--- src/inc/rtie_pkg.sv ---
// Package with the register map, field positions, reset values and event type.
package rtie_pkg;

    // ============================================================
    // Register indices; each register sits at byte address 4 * index.
    localparam logic [7:0] IDX_THR = 8'h8E;
    localparam logic [7:0] IDX_EN = 8'h90;
    localparam logic [7:0] IDX_STAT = 8'h92;
    localparam logic [7:0] IDX_CLR = 8'h94;
    localparam logic [7:0] IDX_QCTL = 8'h96;
    localparam int ADR_W = 10;

    // ============================================================
    // Reset values and access masks.
    localparam logic [15:0] THR_RST = 16'h0000;
    localparam logic [15:0] EN_RST = 16'h0000;
    localparam logic [15:0] STAT_RST = 16'h0300;
    localparam logic [15:0] QCTL_RST = 16'h0000;
    localparam logic [15:0] STAT_IMPL = 16'hEB7D;
    localparam logic [15:0] EN_WR = 16'hFFFD;
    localparam logic [15:0] QCTL_WR = 16'h0040;

    // ============================================================
    // Bit positions of the status and enable layout, and of the queue control enable.
    localparam int B_LINK = 15;
    localparam int B_TX = 14;
    localparam int B_RX = 13;
    localparam int B_OVR = 11;
    localparam int B_TXSTOP = 9;
    localparam int B_RXSTOP = 8;
    localparam int B_TXSPACE = 6;
    localparam int B_WFRAME = 5;
    localparam int B_RWAKE = 4;
    localparam int B_LINKUP = 3;
    localparam int B_ENERGY = 2;
    localparam int B_RSV1 = 1;
    localparam int B_DELAY = 0;
    localparam int B_QTHR_EN = 6;

    // ============================================================
    // Event pulses, laid out in the same order as the status bits.
    typedef struct packed {
        logic link_change;
        logic tx_done;
        logic rx_ready;
        logic rsv12;
        logic rx_overrun;
        logic rsv10;
        logic tx_stopped;
        logic rx_stopped;
        logic rsv7;
        logic tx_space;
        logic wake_frame;
        logic remote_wake;
        logic linkup_wake;
        logic energy_wake;
        logic rsv1;
        logic delayed_energy;
    } rtie_evt_t;

endpackage : rtie_pkg

--- src/hw/rtie_top.sv ---
// Interrupt enable bank with receive byte-count threshold and Wishbone slave.
`timescale 1ns/1ps
// What this block does
// Sixteen-bit threshold register, read-write, resets zero.
// Queue byte count over threshold sets receive status.
// Enable bit 15 gates link change interrupt.
// Enable bit 14 gates transmit interrupt.
// Enable bit 13 gates receive interrupt.
// Enable bit 11 gates receive overrun interrupt.
// Enable bit 9 gates transmit stopped interrupt.
// Enable bit 8 gates receive stopped interrupt.
// Enable bit 6 gates transmit space interrupt.
// Enable bit 5 gates wake frame interrupt.
// Enable bit 4 gates remote wake interrupt.
// Enable bit 3 gates link-up wake interrupt.
// Enable bit 2 gates energy wake interrupt.
// Enable bit 0 gates delayed energy, held till ready.
// Enable bits reset zero; bit 1 read-only.
// Pin asserts while any enabled status bit set, bit 0 only while host ready.
// Reads keep status; writing one to the clear register clears it.
module rtie_top (
    input wire logic clk_i,
    input wire logic rst_i,
    input wire logic wb_cyc_i,
    input wire logic wb_stb_i,
    input wire logic wb_we_i,
    input wire logic [rtie_pkg::ADR_W-1:0] wb_adr_i,
    input wire logic [3:0] wb_sel_i,
    input wire logic [31:0] wb_dat_i,
    output logic [31:0] wb_dat_o,
    output logic wb_ack_o,
    input rtie_pkg::rtie_evt_t evt_i,
    input wire logic [15:0] rx_queue_bytes_i,
    input wire logic host_ready_i,
    output logic irq_o
);

    // ============================================================
    // Bus decode.
    logic ack_reg;
    logic ack_next;
    logic [31:0] rdat_reg;
    logic [31:0] rdat_next;
    logic req;
    logic wr;
    logic rd;
    logic [7:0] idx;
    logic [15:0] wmask;
    logic [15:0] wdat;

    // The first cycle of a request fetches read data; the ack cycle commits writes.
    always_comb begin
        req = wb_cyc_i & wb_stb_i & ~ack_reg;
        wr = wb_cyc_i & wb_stb_i & ack_reg & wb_we_i;
        rd = wb_cyc_i & wb_stb_i & ack_reg & ~wb_we_i;
        idx = wb_adr_i[rtie_pkg::ADR_W-1:2];
        wmask = {{8{wb_sel_i[1]}}, {8{wb_sel_i[0]}}};
        wdat = wb_dat_i[15:0] & wmask;
    end

    // ============================================================
    // Registers.
    logic [15:0] thr_reg;
    logic [15:0] thr_next;
    logic [15:0] en_reg;
    logic [15:0] en_next;
    logic [15:0] qctl_reg;
    logic [15:0] qctl_next;
    logic [15:0] stat_reg;
    logic [15:0] stat_next;
    logic cond_reg;
    logic cond_next;
    logic irq_reg;
    logic irq_next;
    logic [15:0] clr;
    logic [15:0] set;
    logic [15:0] gate;

    // Next values of the software registers and the sticky status.
    always_comb begin
        thr_next = thr_reg;
        en_next = en_reg;
        qctl_next = qctl_reg;
        clr = 16'h0000;
        if (wr && idx == rtie_pkg::IDX_THR) begin
            thr_next = (thr_reg & ~wmask) | wdat;
        end
        if (wr && idx == rtie_pkg::IDX_EN) begin
            en_next = ((en_reg & ~wmask) | wdat) & rtie_pkg::EN_WR;
        end
        if (wr && idx == rtie_pkg::IDX_QCTL) begin
            qctl_next = ((qctl_reg & ~wmask) | wdat) & rtie_pkg::QCTL_WR;
        end
        if (wr && idx == rtie_pkg::IDX_CLR) begin
            clr = wdat;
        end
        // Threshold crossing is edge-detected so a full queue sets the flag once.
        cond_next = qctl_reg[rtie_pkg::B_QTHR_EN] && (rx_queue_bytes_i > thr_reg);
        set = evt_i & rtie_pkg::STAT_IMPL;
        if (cond_next && !cond_reg) begin
            set[rtie_pkg::B_RX] = 1'b1;
        end
        // A set in the same cycle as its clear wins, so no event is lost.
        stat_next = ((stat_reg & ~clr) | set) & rtie_pkg::STAT_IMPL;
        irq_next = |gate;
    end

    // Each status bit reaches the pin only through its enable bit.
    genvar gi;
    generate
        for (gi = 0; gi < 16; gi++) begin : g_gate
            if (gi == rtie_pkg::B_DELAY) begin : g_delay
                // Delayed energy waits until the host side is ready.
                assign gate[gi] = stat_reg[gi] & en_reg[gi] & host_ready_i;
            end else begin : g_plain
                assign gate[gi] = stat_reg[gi] & en_reg[gi];
            end
        end
    endgenerate

    // Read data for the addressed register, zero for write-only or unmapped space.
    always_comb begin
        rdat_next = 32'h0000_0000;
        ack_next = req;
        if (req && !wb_we_i) begin
            case (idx)
                rtie_pkg::IDX_THR: rdat_next = {16'h0000, thr_reg};
                rtie_pkg::IDX_EN: rdat_next = {16'h0000, en_reg};
                rtie_pkg::IDX_STAT: rdat_next = {16'h0000, stat_reg};
                rtie_pkg::IDX_QCTL: rdat_next = {16'h0000, qctl_reg};
                default: rdat_next = 32'h0000_0000;
            endcase
        end
    end

    // Register stage for every state of the block.
    always_ff @(posedge clk_i) begin
        if (rst_i) begin
            thr_reg <= rtie_pkg::THR_RST;
            en_reg <= rtie_pkg::EN_RST;
            qctl_reg <= rtie_pkg::QCTL_RST;
            stat_reg <= rtie_pkg::STAT_RST;
            cond_reg <= 1'b0;
            irq_reg <= 1'b0;
            ack_reg <= 1'b0;
            rdat_reg <= 32'h0000_0000;
        end else begin
            thr_reg <= thr_next;
            en_reg <= en_next;
            qctl_reg <= qctl_next;
            stat_reg <= stat_next;
            cond_reg <= cond_next;
            irq_reg <= irq_next;
            ack_reg <= ack_next;
            rdat_reg <= rdat_next;
        end
    end

    // Outputs come straight from flip-flops.
    assign wb_ack_o = ack_reg;
    assign wb_dat_o = rdat_reg;
    assign irq_o = irq_reg;

    // ============================================================
    // Assertions.

    // A full-word write to the threshold lands in the register.
    property p_thr_write;
        @(posedge clk_i) disable iff (rst_i)
        (wr && idx == rtie_pkg::IDX_THR && wb_sel_i[1:0] == 2'b11)
        |=> (thr_reg == $past(wb_dat_i[15:0]));
    endproperty
    a_thr_write: assert property (p_thr_write)
        else $error("Threshold write not stored.");

    // Crossing the enabled threshold sets receive status at the next edge.
    property p_thr_cross;
        @(posedge clk_i) disable iff (rst_i)
        (qctl_reg[rtie_pkg::B_QTHR_EN] && rx_queue_bytes_i > thr_reg && !cond_reg)
        |=> stat_reg[rtie_pkg::B_RX];
    endproperty
    a_thr_cross: assert property (p_thr_cross)
        else $error("Threshold crossing did not set receive status.");

    property p_link_gate;
        @(posedge clk_i) disable iff (rst_i)
        (stat_reg[rtie_pkg::B_LINK] && en_reg[rtie_pkg::B_LINK]) |=> irq_o;
    endproperty
    a_link_gate: assert property (p_link_gate)
        else $error("Enabled link change did not raise the interrupt.");

    property p_tx_gate;
        @(posedge clk_i) disable iff (rst_i)
        (stat_reg[rtie_pkg::B_TX] && en_reg[rtie_pkg::B_TX]) |=> irq_o;
    endproperty
    a_tx_gate: assert property (p_tx_gate)
        else $error("Enabled transmit status did not raise the interrupt.");

    property p_rx_gate;
        @(posedge clk_i) disable iff (rst_i)
        (stat_reg[rtie_pkg::B_RX] && en_reg[rtie_pkg::B_RX]) |=> irq_o;
    endproperty
    a_rx_gate: assert property (p_rx_gate)
        else $error("Enabled receive status did not raise the interrupt.");

    property p_ovr_gate;
        @(posedge clk_i) disable iff (rst_i)
        (stat_reg[rtie_pkg::B_OVR] && en_reg[rtie_pkg::B_OVR]) |=> irq_o;
    endproperty
    a_ovr_gate: assert property (p_ovr_gate)
        else $error("Enabled overrun status did not raise the interrupt.");

    property p_txstop_gate;
        @(posedge clk_i) disable iff (rst_i)
        (stat_reg[rtie_pkg::B_TXSTOP] && en_reg[rtie_pkg::B_TXSTOP]) |=> irq_o;
    endproperty
    a_txstop_gate: assert property (p_txstop_gate)
        else $error("Enabled transmit stop did not raise the interrupt.");

    property p_rxstop_gate;
        @(posedge clk_i) disable iff (rst_i)
        (stat_reg[rtie_pkg::B_RXSTOP] && en_reg[rtie_pkg::B_RXSTOP]) |=> irq_o;
    endproperty
    a_rxstop_gate: assert property (p_rxstop_gate)
        else $error("Enabled receive stop did not raise the interrupt.");

    property p_space_gate;
        @(posedge clk_i) disable iff (rst_i)
        (stat_reg[rtie_pkg::B_TXSPACE] && en_reg[rtie_pkg::B_TXSPACE]) |=> irq_o;
    endproperty
    a_space_gate: assert property (p_space_gate)
        else $error("Enabled transmit space did not raise the interrupt.");

    property p_wframe_gate;
        @(posedge clk_i) disable iff (rst_i)
        (stat_reg[rtie_pkg::B_WFRAME] && en_reg[rtie_pkg::B_WFRAME]) |=> irq_o;
    endproperty
    a_wframe_gate: assert property (p_wframe_gate)
        else $error("Enabled wake frame did not raise the interrupt.");

    property p_rwake_gate;
        @(posedge clk_i) disable iff (rst_i)
        (stat_reg[rtie_pkg::B_RWAKE] && en_reg[rtie_pkg::B_RWAKE]) |=> irq_o;
    endproperty
    a_rwake_gate: assert property (p_rwake_gate)
        else $error("Enabled remote wake did not raise the interrupt.");

    property p_linkup_gate;
        @(posedge clk_i) disable iff (rst_i)
        (stat_reg[rtie_pkg::B_LINKUP] && en_reg[rtie_pkg::B_LINKUP]) |=> irq_o;
    endproperty
    a_linkup_gate: assert property (p_linkup_gate)
        else $error("Enabled link-up wake did not raise the interrupt.");

    property p_energy_gate;
        @(posedge clk_i) disable iff (rst_i)
        (stat_reg[rtie_pkg::B_ENERGY] && en_reg[rtie_pkg::B_ENERGY]) |=> irq_o;
    endproperty
    a_energy_gate: assert property (p_energy_gate)
        else $error("Enabled energy wake did not raise the interrupt.");

    // Delayed energy alone must not reach the pin before the host is ready.
    property p_delay_hold;
        @(posedge clk_i) disable iff (rst_i)
        (!host_ready_i && (stat_reg & en_reg & 16'hFFFE) == 16'h0000)
        |=> !irq_o;
    endproperty
    a_delay_hold: assert property (p_delay_hold)
        else $error("Delayed energy interrupt passed before host ready.");

    // The reserved enable bit never becomes one, whatever is written.
    property p_en_rsv;
        @(posedge clk_i) disable iff (rst_i)
        (wr && idx == rtie_pkg::IDX_EN && wb_dat_i[1] && wb_sel_i[0])
        |=> !en_reg[rtie_pkg::B_RSV1];
    endproperty
    a_en_rsv: assert property (p_en_rsv)
        else $error("Reserved enable bit was written.");

    // Enabled status as the checks see it, built apart from the gate network.
    logic [15:0] live_mask;
    assign live_mask = stat_reg & en_reg;

    // The pin is high only when an enabled status bit was set one edge before.
    property p_irq_cause;
        @(posedge clk_i) disable iff (rst_i)
        irq_o |-> ($past(live_mask) != 16'h0000);
    endproperty
    a_irq_cause: assert property (p_irq_cause)
        else $error("Interrupt raised with no enabled status.");

    // A status read drops no set bit.
    property p_read_keeps;
        @(posedge clk_i) disable iff (rst_i)
        (rd && idx == rtie_pkg::IDX_STAT)
        |=> (($past(stat_reg) & ~stat_reg) == 16'h0000);
    endproperty
    a_read_keeps: assert property (p_read_keeps)
        else $error("Status read cleared a bit.");

    // A clear and an event on the same bit leave the bit set.
    property p_set_wins;
        @(posedge clk_i) disable iff (rst_i)
        (wr && idx == rtie_pkg::IDX_CLR && wdat[rtie_pkg::B_LINK] && evt_i.link_change)
        |=> stat_reg[rtie_pkg::B_LINK];
    endproperty
    a_set_wins: assert property (p_set_wins)
        else $error("Event lost against a clear.");

    // Each request is acknowledged exactly one cycle after it starts.
    property p_ack_time;
        @(posedge clk_i) disable iff (rst_i)
        (wb_cyc_i && wb_stb_i && !ack_reg) |=> wb_ack_o ##1 !wb_ack_o;
    endproperty
    a_ack_time: assert property (p_ack_time)
        else $error("Bus acknowledge timing wrong.");

endmodule : rtie_top

--- config.mk ---
export PLATFORM = sky130hd
export DESIGN_NAME = rtie_top
export DESIGN_NICKNAME = d
export VERILOG_FILES = /design/src/inc/rtie_pkg.sv /design/src/hw/rtie_top.sv
export SDC_FILE = /design/constraint.sdc
export NUM_CORES = 1
export LEC_CHECK = 0
export ABC_CLOCK_PERIOD_IN_PS = 1800
export BUFFER_PORTS_ARGS = -buffer_cell sky130_fd_sc_hd__buf_4
export CAP_MARGIN = 40
export CORE_UTILIZATION = 48
export CTS_CLUSTER_SIZE = 40
export DETAILED_ROUTE_END_ITERATION = 10
export MAX_ROUTING_LAYER = met4
export PLACE_DENSITY = 0.85
export SETUP_SLACK_MARGIN = 0.3
export SLEW_MARGIN = 5
export SYNTH_ARGS = -nofsm -noshare
export SYNTH_HDL_FRONTEND = slang
export SYNTH_SLANG_ARGS = --single-unit
export TNS_END_PERCENT = 10
--- constraint.sdc ---
create_clock -name clk_i -period 1.8 [get_ports clk_i]
set_input_delay 0.18 -clock clk_i [delete_from_list [all_inputs] [get_ports clk_i]]
set_output_delay 0.18 -clock clk_i [all_outputs]
set_load 0.05 [all_outputs]
# Word level (Yosys, flattened, before mapping)

Index checks and enable logic that the tools add are counted.

Bits in registers: 83
Input bits: 84

Order comparisons: 1
Equality and inequality tests: 5
Muxes and demuxes: 3
Bitwise gates (word level): 33
Reductions and logical operators: 11

Operator list:

| kind                 | count |
|---|---|
| $and A16 B16 Y16     | 4 |
| $pmux W16 S4         | 1 |
| $or A16 B16 Y16      | 3 |
| $eq A8 B8 Y1 const B | 5 |
| $not A16 Y16         | 2 |
| $and A1 B1 Y1        | 20 |
| $gt A16 B16 Y1       | 1 |
| $mux W16             | 1 |
| $reduce_or A15 Y1    | 1 |
| $and A7 B7 Y7        | 1 |
| $logic_and A1 B1 Y1  | 7 |
| $or A7 B7 Y7         | 1 |
| $logic_not A1 Y1     | 2 |
| $not A1 Y1           | 2 |
| $reduce_or A2 Y1     | 1 |
| $mux W1              | 1 |

# Depth between registers and ports, before layout

Gate-level depths: netlist of run 1.

Depth after elaboration: 8
Mapped depth: 7
Gate-level depth less buffers: 7

# Least setup slack after synthesis of run 1

No wires, ideal clock.

Path kind: flip-flop to flip-flop
Start point: register ack_reg, in the netlist wb_ack_o
End point: register stat_reg[0]
Library setup time: 0.128 ns
Data arrival time: 1.668 ns
Required time: 1.672 ns
Setup slack: 0.005 ns
Stages on the path, launching flop included: 7
Path buffers: 1
Clock period less this slack: 1.795 ns
Path through: dfxtp_1 -> nand4_1 -> nor2_1 -> clkbuf_1 -> nand3_1 -> a21oi_1 -> nor2_1

Word-level cells in the longest chain between the ends: 7

RTL lines:

| what                   | line            | source |
|---|---|---|
| from (decl)            | rtie_top.sv:40  | `logic ack_reg;` |
| from (signal assigned) | rtie_top.sv:154 | `ack_reg <= ack_next;` |
| $and A1 B1 Y1          | --              |  |
| $and A1 B1 Y1          | rtie_top.sv:54  | `wr = wb_cyc_i & wb_stb_i & ack_reg & wb_we_i;` |
| $logic_and A1 B1 Y1    | rtie_top.sv:94  | `if (wr && idx == rtie_pkg::IDX_CLR) begin` |
| $mux W16               | rtie_top.sv:94  |  |
| $not A16 Y16           | rtie_top.sv:104 | `stat_next = ((stat_reg & ~clr) \| set) & rtie_pkg::STAT_IMPL;` |
| $and A16 B16 Y16       | rtie_top.sv:104 |  |
| $or A16 B16 Y16        | rtie_top.sv:104 |  |
| to (signal assigned)   | rtie_top.sv:142 | `stat_reg <= rtie_pkg::STAT_RST;` |
| to (signal assigned)   | rtie_top.sv:151 | `stat_reg <= stat_next;` |
| to (decl)              | rtie_top.sv:69  | `logic [15:0] stat_reg;` |

No other way between the ends.
A chain may end at the register's enable or synchronous reset.

==> impl_results.md, run 1 <==
* Global Route Usage Sum at 0.283
* CTS tree: built
* GR Overflow Total at 0
* Routed length per instance at 17.4 microns
* Synth Area in XOR/XNOR at 0
* CP Launch Type: flip-flop
* Clock latency on the worst-skew pair at 0.36 ns
* Vias in the first global route at 2813
* Core ar. at 0.00596 sq mm
* Largest family of logic cells by synthesized area: compound AO/OA/AOI/OAI gates
* Final instance area at 0.00403 sq mm
* Highest Clock Rate at 583 MHz
* # port buffers at 77
* Share of layout cells above drive strength 1 at 0.349
* Max VDD drop at 0.449 mV
* Cells taking the most area after synthesis: dfxtp_1 43%, a21oi_1 8.1%, nor2_1 7.5%
* Largest area contributor in the netlist: dfxtp_1
* Post-Synth Simple-Gate Area at 0.167
* First DRT Iteration DRCs at 312
* GPL Wtd Cong at 0.855
* Mux contribution to synthesized area at 0.0608
* Async set or reset register ratio after synthesis at 0
* Total clock sinks at 63
* N_diodes at 0
* Hpwl dp at 5670 microns
* Max Cap Violations at 0
* Initial core utilization at 0.498
* Placed Cells at 483
* Yosys warns at 0
* R2r setup slk at 0.09 ns
* First-pass GRT wire length at 13100 microns
* Synth Flop Type: dfxtp_1
* Seq/Total Area, Yosys at 0.425
* Slew margin rel. at 0.492
* Crit path time final at 1.71 ns
* Final setup viols at 0
* Die Area at 0.00650 sq mm
* Number of remaining DRC errors at 0
* Cells after synthesis at 337
* Avg Synthesized Cell Area at 8.80 sq um
* Vias/cell at 5.86
* Chip Height at 80.6 microns
* Total routed wirelength at 8840 microns
* Pwr Density at 713 mW/mm^2
* Worst EP required at 2.09 ns
* Compound-Gate Fraction of Synth Area at 0.177
* CP endpoint kind: flip-flop
* H-tree depth at 3
* Largest net degree at the start of global routing at 28
* Hold Fails Final Rpt at 0
* Worst slew pin tran at 0.761 ns
* Via count at 2979
* Worst-path clk slew at 0.08 ns
* Final worst path period share at 0.952
* Unique cell type count in the Yosys netlist at 37
* Post-Synth Adder-Cell Area at 0.0675
* 1st-pass router iterations at 5
* Seq cells post-synth at 63
* Unrepaired setup endpoints after global routing: true
* Synth-to-Final Area Change at 36.0%
* Final Skew at 0.00932 ns
* Type of the tightest min-delay check: primary input to flip-flop
* Ports at 118
* Status: finished clean
* Final net count at 528
* Max Buffers Root-to-Sink at 2
* Initial antenna violation count at 0
* Total CTS buffers at 9
* Post-synth top area share at 0.425
* Row count at 28
* Pins Over Slew Limit at 0
* Root Buffer: clkbuf_8
* Crit Path Category: flip-flop to flip-flop
* Die X at 80.6 microns
* EDFF count, synth at 0
* Antenna viol nets, final at 0
* CP arrival at 2.00 ns
* Peak fanout along the critical path at 3
* Synthesized area at 0.00297 sq mm
* Fin cells at 508
* Static leakage at 1.63 nW
* DP Area at 0.00361 sq mm
[metal layers]
layer / part of all wire / routed length, microns / global-route usage / vias up
li1: - / - / - / 1347
met5: 0 / 0 / - / -
met4: 0.032 / 280 / 0.150 / 0
met1: 0.38 / 3360 / 0.312 / 1423
met2: 0.50 / 4460 / 0.474 / 180
met3: 0.084 / 744 / 0.0636 / 29
[logic make-up after synthesis]
group                    count (synthesis)
AO/OA/AOI/OAI                           81
adder cells (fa/ha/maj)                 16
buffers and inverters                   55
flip-flops                              63
multiplexers                            18
other                                    1
AND/OR/NAND/NOR                        103
[placed cells by master (no fill, tap or decap), types with 5 or more instances in the layout]
| master | count |
|---|---|
| inv_1 | 12 |
| nand4_1 | 5 |
| a222oi_1 | 12 |
| dfxtp_1 | 53 |
| clkbuf_8 | 10 |
| nand3_1 | 12 |
| ha_1 | 7 |
| nand2_1 | 6 |
| inv_2 | 8 |
| conb_1 | 16 |
| nor2_1 | 58 |
| mux2i_1 | 18 |
| dfxtp_2 | 10 |
| a22oi_1 | 5 |
| a21oi_1 | 46 |
| ha_4 | 9 |
| buf_4 | 94 |
[layout make-up]
cell class / instances / area (sq um)
multi-input combinational: 234 / 1610
clock buffer: 11 / 141
clock inverter: 5 / 33.8
fill: 462 / 1920
sequential: 63 / 1270
timing repair buffer: 100 / 807
tap: 75 / 93.8
inverter: 20 / 75.1
[worst paths after layout]
kind,start,endpoint,depth (start not counted)
min reg2reg,wb_ack_o$_SDFF_PP0_,wb_ack_o$_SDFF_PP0_,1
max reg2reg,flip-flop,stat_reg[13]$_SDFF_PP0_,7
max,flip-flop,stat_reg[13]$_SDFF_PP0_,7
min,evt_i[8],stat_reg[8]$_SDFF_PP1_,2
[timing repair]
action                                  4_1_cts  5_1_grt
hold buffers                                  1        0
gates cloned                                  0        1
endpoints found under the setup margin       20       51
gates resized for setup                      25       10
hold endpoints to repair                      1        0
setup buffers                                 3        4
pin swaps                                     9        7
[per-stage QoR]
step	setup slack, ns	util	total power [mW]	TNS (ns)	hold slack (ns)
finish	0.0855	0.677	2.87	0	0.00510
CTS	0.185	0.661	2.86	0	0.00244
floorplan	0.243	-	1.63	0	0.274
global placement	0.129	0.606	1.74	0	0.363
global route	-0.0105	0.677	2.98	-0.0105	0.0192
detailed placement	0.0855	0.606	1.75	0	0.365
[power breakdown]
| group | internal, mW | switching [mW] | total, mW | leakage [nW] |
|---|---|---|---|---|
| Combinational | 0.141 | 0.190 | 0.331 | 1.03 |
| Clock | 0.534 | 0.584 | 1.12 | 0.0853 |
| Sequential | 1.41 | 0.0146 | 1.42 | 0.516 |
| Total | 2.09 | 0.789 | 2.87 | 1.63 |
[worst max-delay path, stage by stage, from the launching register on]
cell and delay [ns]:
dfxtp_2 0.35, inv_2 0.06, ha_4 0.25, nand4_1 0.22
or2_4 0.34, a211oi_2 0.15, o31a_1 0.16, o2bb2ai_1 0.11
[cell usage after synthesis (2+ instances only)]
master	count
a21oi_1	48
buf_2	8
nand2_1	6
nor2b_1	3
a222oi_1	12
inv_1	20
dfxtp_1	63
nor3_1	3
and4_1	2
clkbuf_1	7
a22o_1	2
buf_6	2
nor2_1	59
nor4_1	2
a22oi_1	5
nand4_1	5
buf_4	18
a211o_1	3
ha_1	16
nand3_1	13
and3_1	2
mux2i_1	18
and2_1	4
o21a_1	2
a31oi_1	2
No activity file was read; power rests on OpenSTA's default activity.
==> run 2, diff against run 1 <==
--- a/config.mk
+++ b/config.mk
@@ -11,7 +11,6 @@
 export CORE_UTILIZATION = 48
 export CTS_CLUSTER_SIZE = 40
 export DETAILED_ROUTE_END_ITERATION = 10
-export MAX_ROUTING_LAYER = met4
 export PLACE_DENSITY = 0.85
 export SETUP_SLACK_MARGIN = 0.3
 export SLEW_MARGIN = 5
==> impl_results.md, run 2 (same netlist as run 1, synthesis figures left out) <==
* Highest cell delay on the worst timing path at 0.35 ns (about the same)
* WHS at 0.00542 ns (+0.000319 ns)
* First-pass GRT wire length at 13100 microns (-0.15%)
* Hold Fails Final Rpt at 0 (unchanged)
* Fin cells at 508 (unchanged)
* Footprint of the multi-input gates at 0.00161 sq mm (unchanged)
* Final worst path period share at 0.957 (+0.00487)
* Register area at 0.00127 sq mm (unchanged)
* GR Overflow Total at 0 (unchanged)
* Worst EP required at 2.09 ns (about the same)
* CTS tree: built
* Via count at 2961 (-0.60%)
* N_diodes at 0 (unchanged)
* Row count at 28 (unchanged)
* Total CTS buffers at 9 (unchanged)
* Worst-path clk slew at 0.07 ns (about the same)
* CP endpoint kind: flip-flop
* First DRT Iteration DRCs at 327 (+4.8%)
* Crit path time final at 1.72 ns (+0.00877 ns)
* Type of the tightest min-delay check: primary input to flip-flop
* Gate power share at 0.115 (about the same)
* CP Launch Type: flip-flop
* H-tree depth at 3 (unchanged)
* Worst hold path depth at 2 (unchanged)
* Final setup viols at 0 (unchanged)
* Unrepaired setup endpoints after global routing: true
* Global Route Usage Sum at 0.275 (-0.00723)
* Synth-to-Final Area Change at 36.0% (unchanged)
* Max Buffers Root-to-Sink at 2 (unchanged)
* Initial antenna violation count at 0 (unchanged)
* Root Buffer: clkbuf_8
* Slew margin rel. at 0.484 (-0.00833)
* Core ar. at 0.00596 sq mm (unchanged)
* Seq pwr share at 0.497 (about the same)
* Clock latency on the worst-skew pair at 0.35 ns (about the same)
* Die Area at 0.00650 sq mm (unchanged)
* Switching Fraction at 0.273 (-0.00165)
* Most frequent cells in the layout: 94 x buf_4, 58 x nor2_1, 53 x dfxtp_1, 46 x a21oi_1, 18 x mux2i_1
* Worst-path cell chain: inv_2, ha_4, nand4_1, or2_4, a211oi_2, o31a_1, o2bb2ai_1
* R2r setup slk at 0.08 ns (about the same)
* P_sw at 782 uW (-0.82%)
* Largest net degree at the start of global routing at 28 (unchanged)
* Crit Path Category: flip-flop to flip-flop
* HP Start: evt_i[8]
* Die X at 80.6 microns (unchanged)
* Commonest non-fill, non-tap cell in the layout: buf_4
* Slowest cell on the critical path: dfxtp_2
* Max VDD drop at 0.446 mV (-0.77%)
* Pwr Density at 711 mW/mm^2 (-0.22%)
* Final Util at 0.677 (unchanged)
* Internal power at 2.09 mW (about the same)
* GPL Wtd Cong at 0.842 (-1.5%)
* Final net count at 528 (unchanged)
* CP arrival at 2.01 ns (about the same)
* Placed Cells at 483 (unchanged)
* Antenna viol nets, final at 0 (unchanged)
* Number of remaining DRC errors at 0 (unchanged)
* Vias in the first global route at 2813 (unchanged)
* Clock power share at 0.388 (about the same)
* Reg2reg path depth at 7 (unchanged)
* Total routed wirelength at 8820 microns (-0.24%)
* Fill count at 462 (unchanged)
* Static leakage at 1.63 nW (unchanged)
* Chip Height at 80.6 microns (unchanged)
* TNS Setup at 0 ns (unchanged)
* Vias/cell at 5.83 (-0.60%)
* Total clock sinks at 63 (unchanged)
* Pins Over Slew Limit at 0 (unchanged)
* Ports at 118 (unchanged)
* Worst slew pin tran at 0.774 ns (+0.0125 ns)
* Peak fanout along the critical path at 3 (unchanged)
* Initial core utilization at 0.498 (unchanged)
* Final Skew at 0.00781 ns (-0.00151 ns)
* Share of layout cells above drive strength 1 at 0.349 (unchanged)
* Routed length per instance at 17.4 microns (-0.24%)
* Max Cap Violations at 0 (unchanged)
* # port buffers at 77 (unchanged)
* Status: finished clean
* Highest Clock Rate at 580 MHz (-0.51%)
* 1st-pass router iterations at 6 (+1)
* Hpwl dp at 5670 microns (unchanged)
-- run 2: metrics by stage --
step | instance area [sq um] | power [mW] | setup slack, ns
global route | 4030 | 2.98 | -0.0110
finish | 4030 | 2.87 | 0.0768
CTS | 3940 | 2.86 | 0.185
floorplan | 3030 | 1.63 | 0.243
detailed placement | 3610 | 1.75 | 0.0855
global placement | 3610 | 1.74 | 0.129
-- run 2: final timing paths --
path                             endpoint
hold / removal     stat_reg[8]$_SDFF_PP1_
hold reg to reg       wb_ack_o$_SDFF_PP0_
setup / recovery  stat_reg[13]$_SDFF_PP0_
setup reg to reg  stat_reg[13]$_SDFF_PP0_
-- run 2: repair_timing --
item                       CTS  global route
gates cloned                 0             1
hold endpoints to repair     1             0
resized for setup           25            10
hold buffers                 1             0
pin swaps                    9             7
setup endpoints to repair   20            51
setup buffers                3             4
-- run 2: power by group through the flow --
stage                     clock network [mW]  logic [mW]  registers [mW]
after detailed placement                   0       0.295            1.46
after global routing                    1.20       0.356            1.43
final                                   1.11       0.331            1.43
after global placement                     0       0.288            1.46
after floorplan                            0       0.177            1.46
after CTS                               1.12       0.315            1.42
-- run 2: layout make-up --
type	count	share of cell area
sequential	63	0.316
multi-input combinational	234	0.399
clock inverter	5	0.00838
tap	75	0.0233
clock buffer	11	0.0351
timing repair buffer	100	0.200
inverter	20	0.0186
-- run 2: critical path: cells and delay by family, from the launching register on --
kind	cells	cell delay (ns)
buffers and inverters	1	0.06
adders and majority gates	1	0.25
DFF	1	0.35
AOI/OAI and AO/OA	3	0.42
and+or+nand+nor	2	0.57
-- run 2: layer usage --
| layer | track usage | up-vias | routed length [microns] |
|---|---|---|---|
| met5 | 0 | - | 0 |
| met4 | 0.150 | 0 | 259 |
| met3 | 0.0636 | 28 | 747 |
| met2 | 0.474 | 183 | 4490 |
| met1 | 0.312 | 1402 | 3330 |
| li1 | - | 1348 | - |
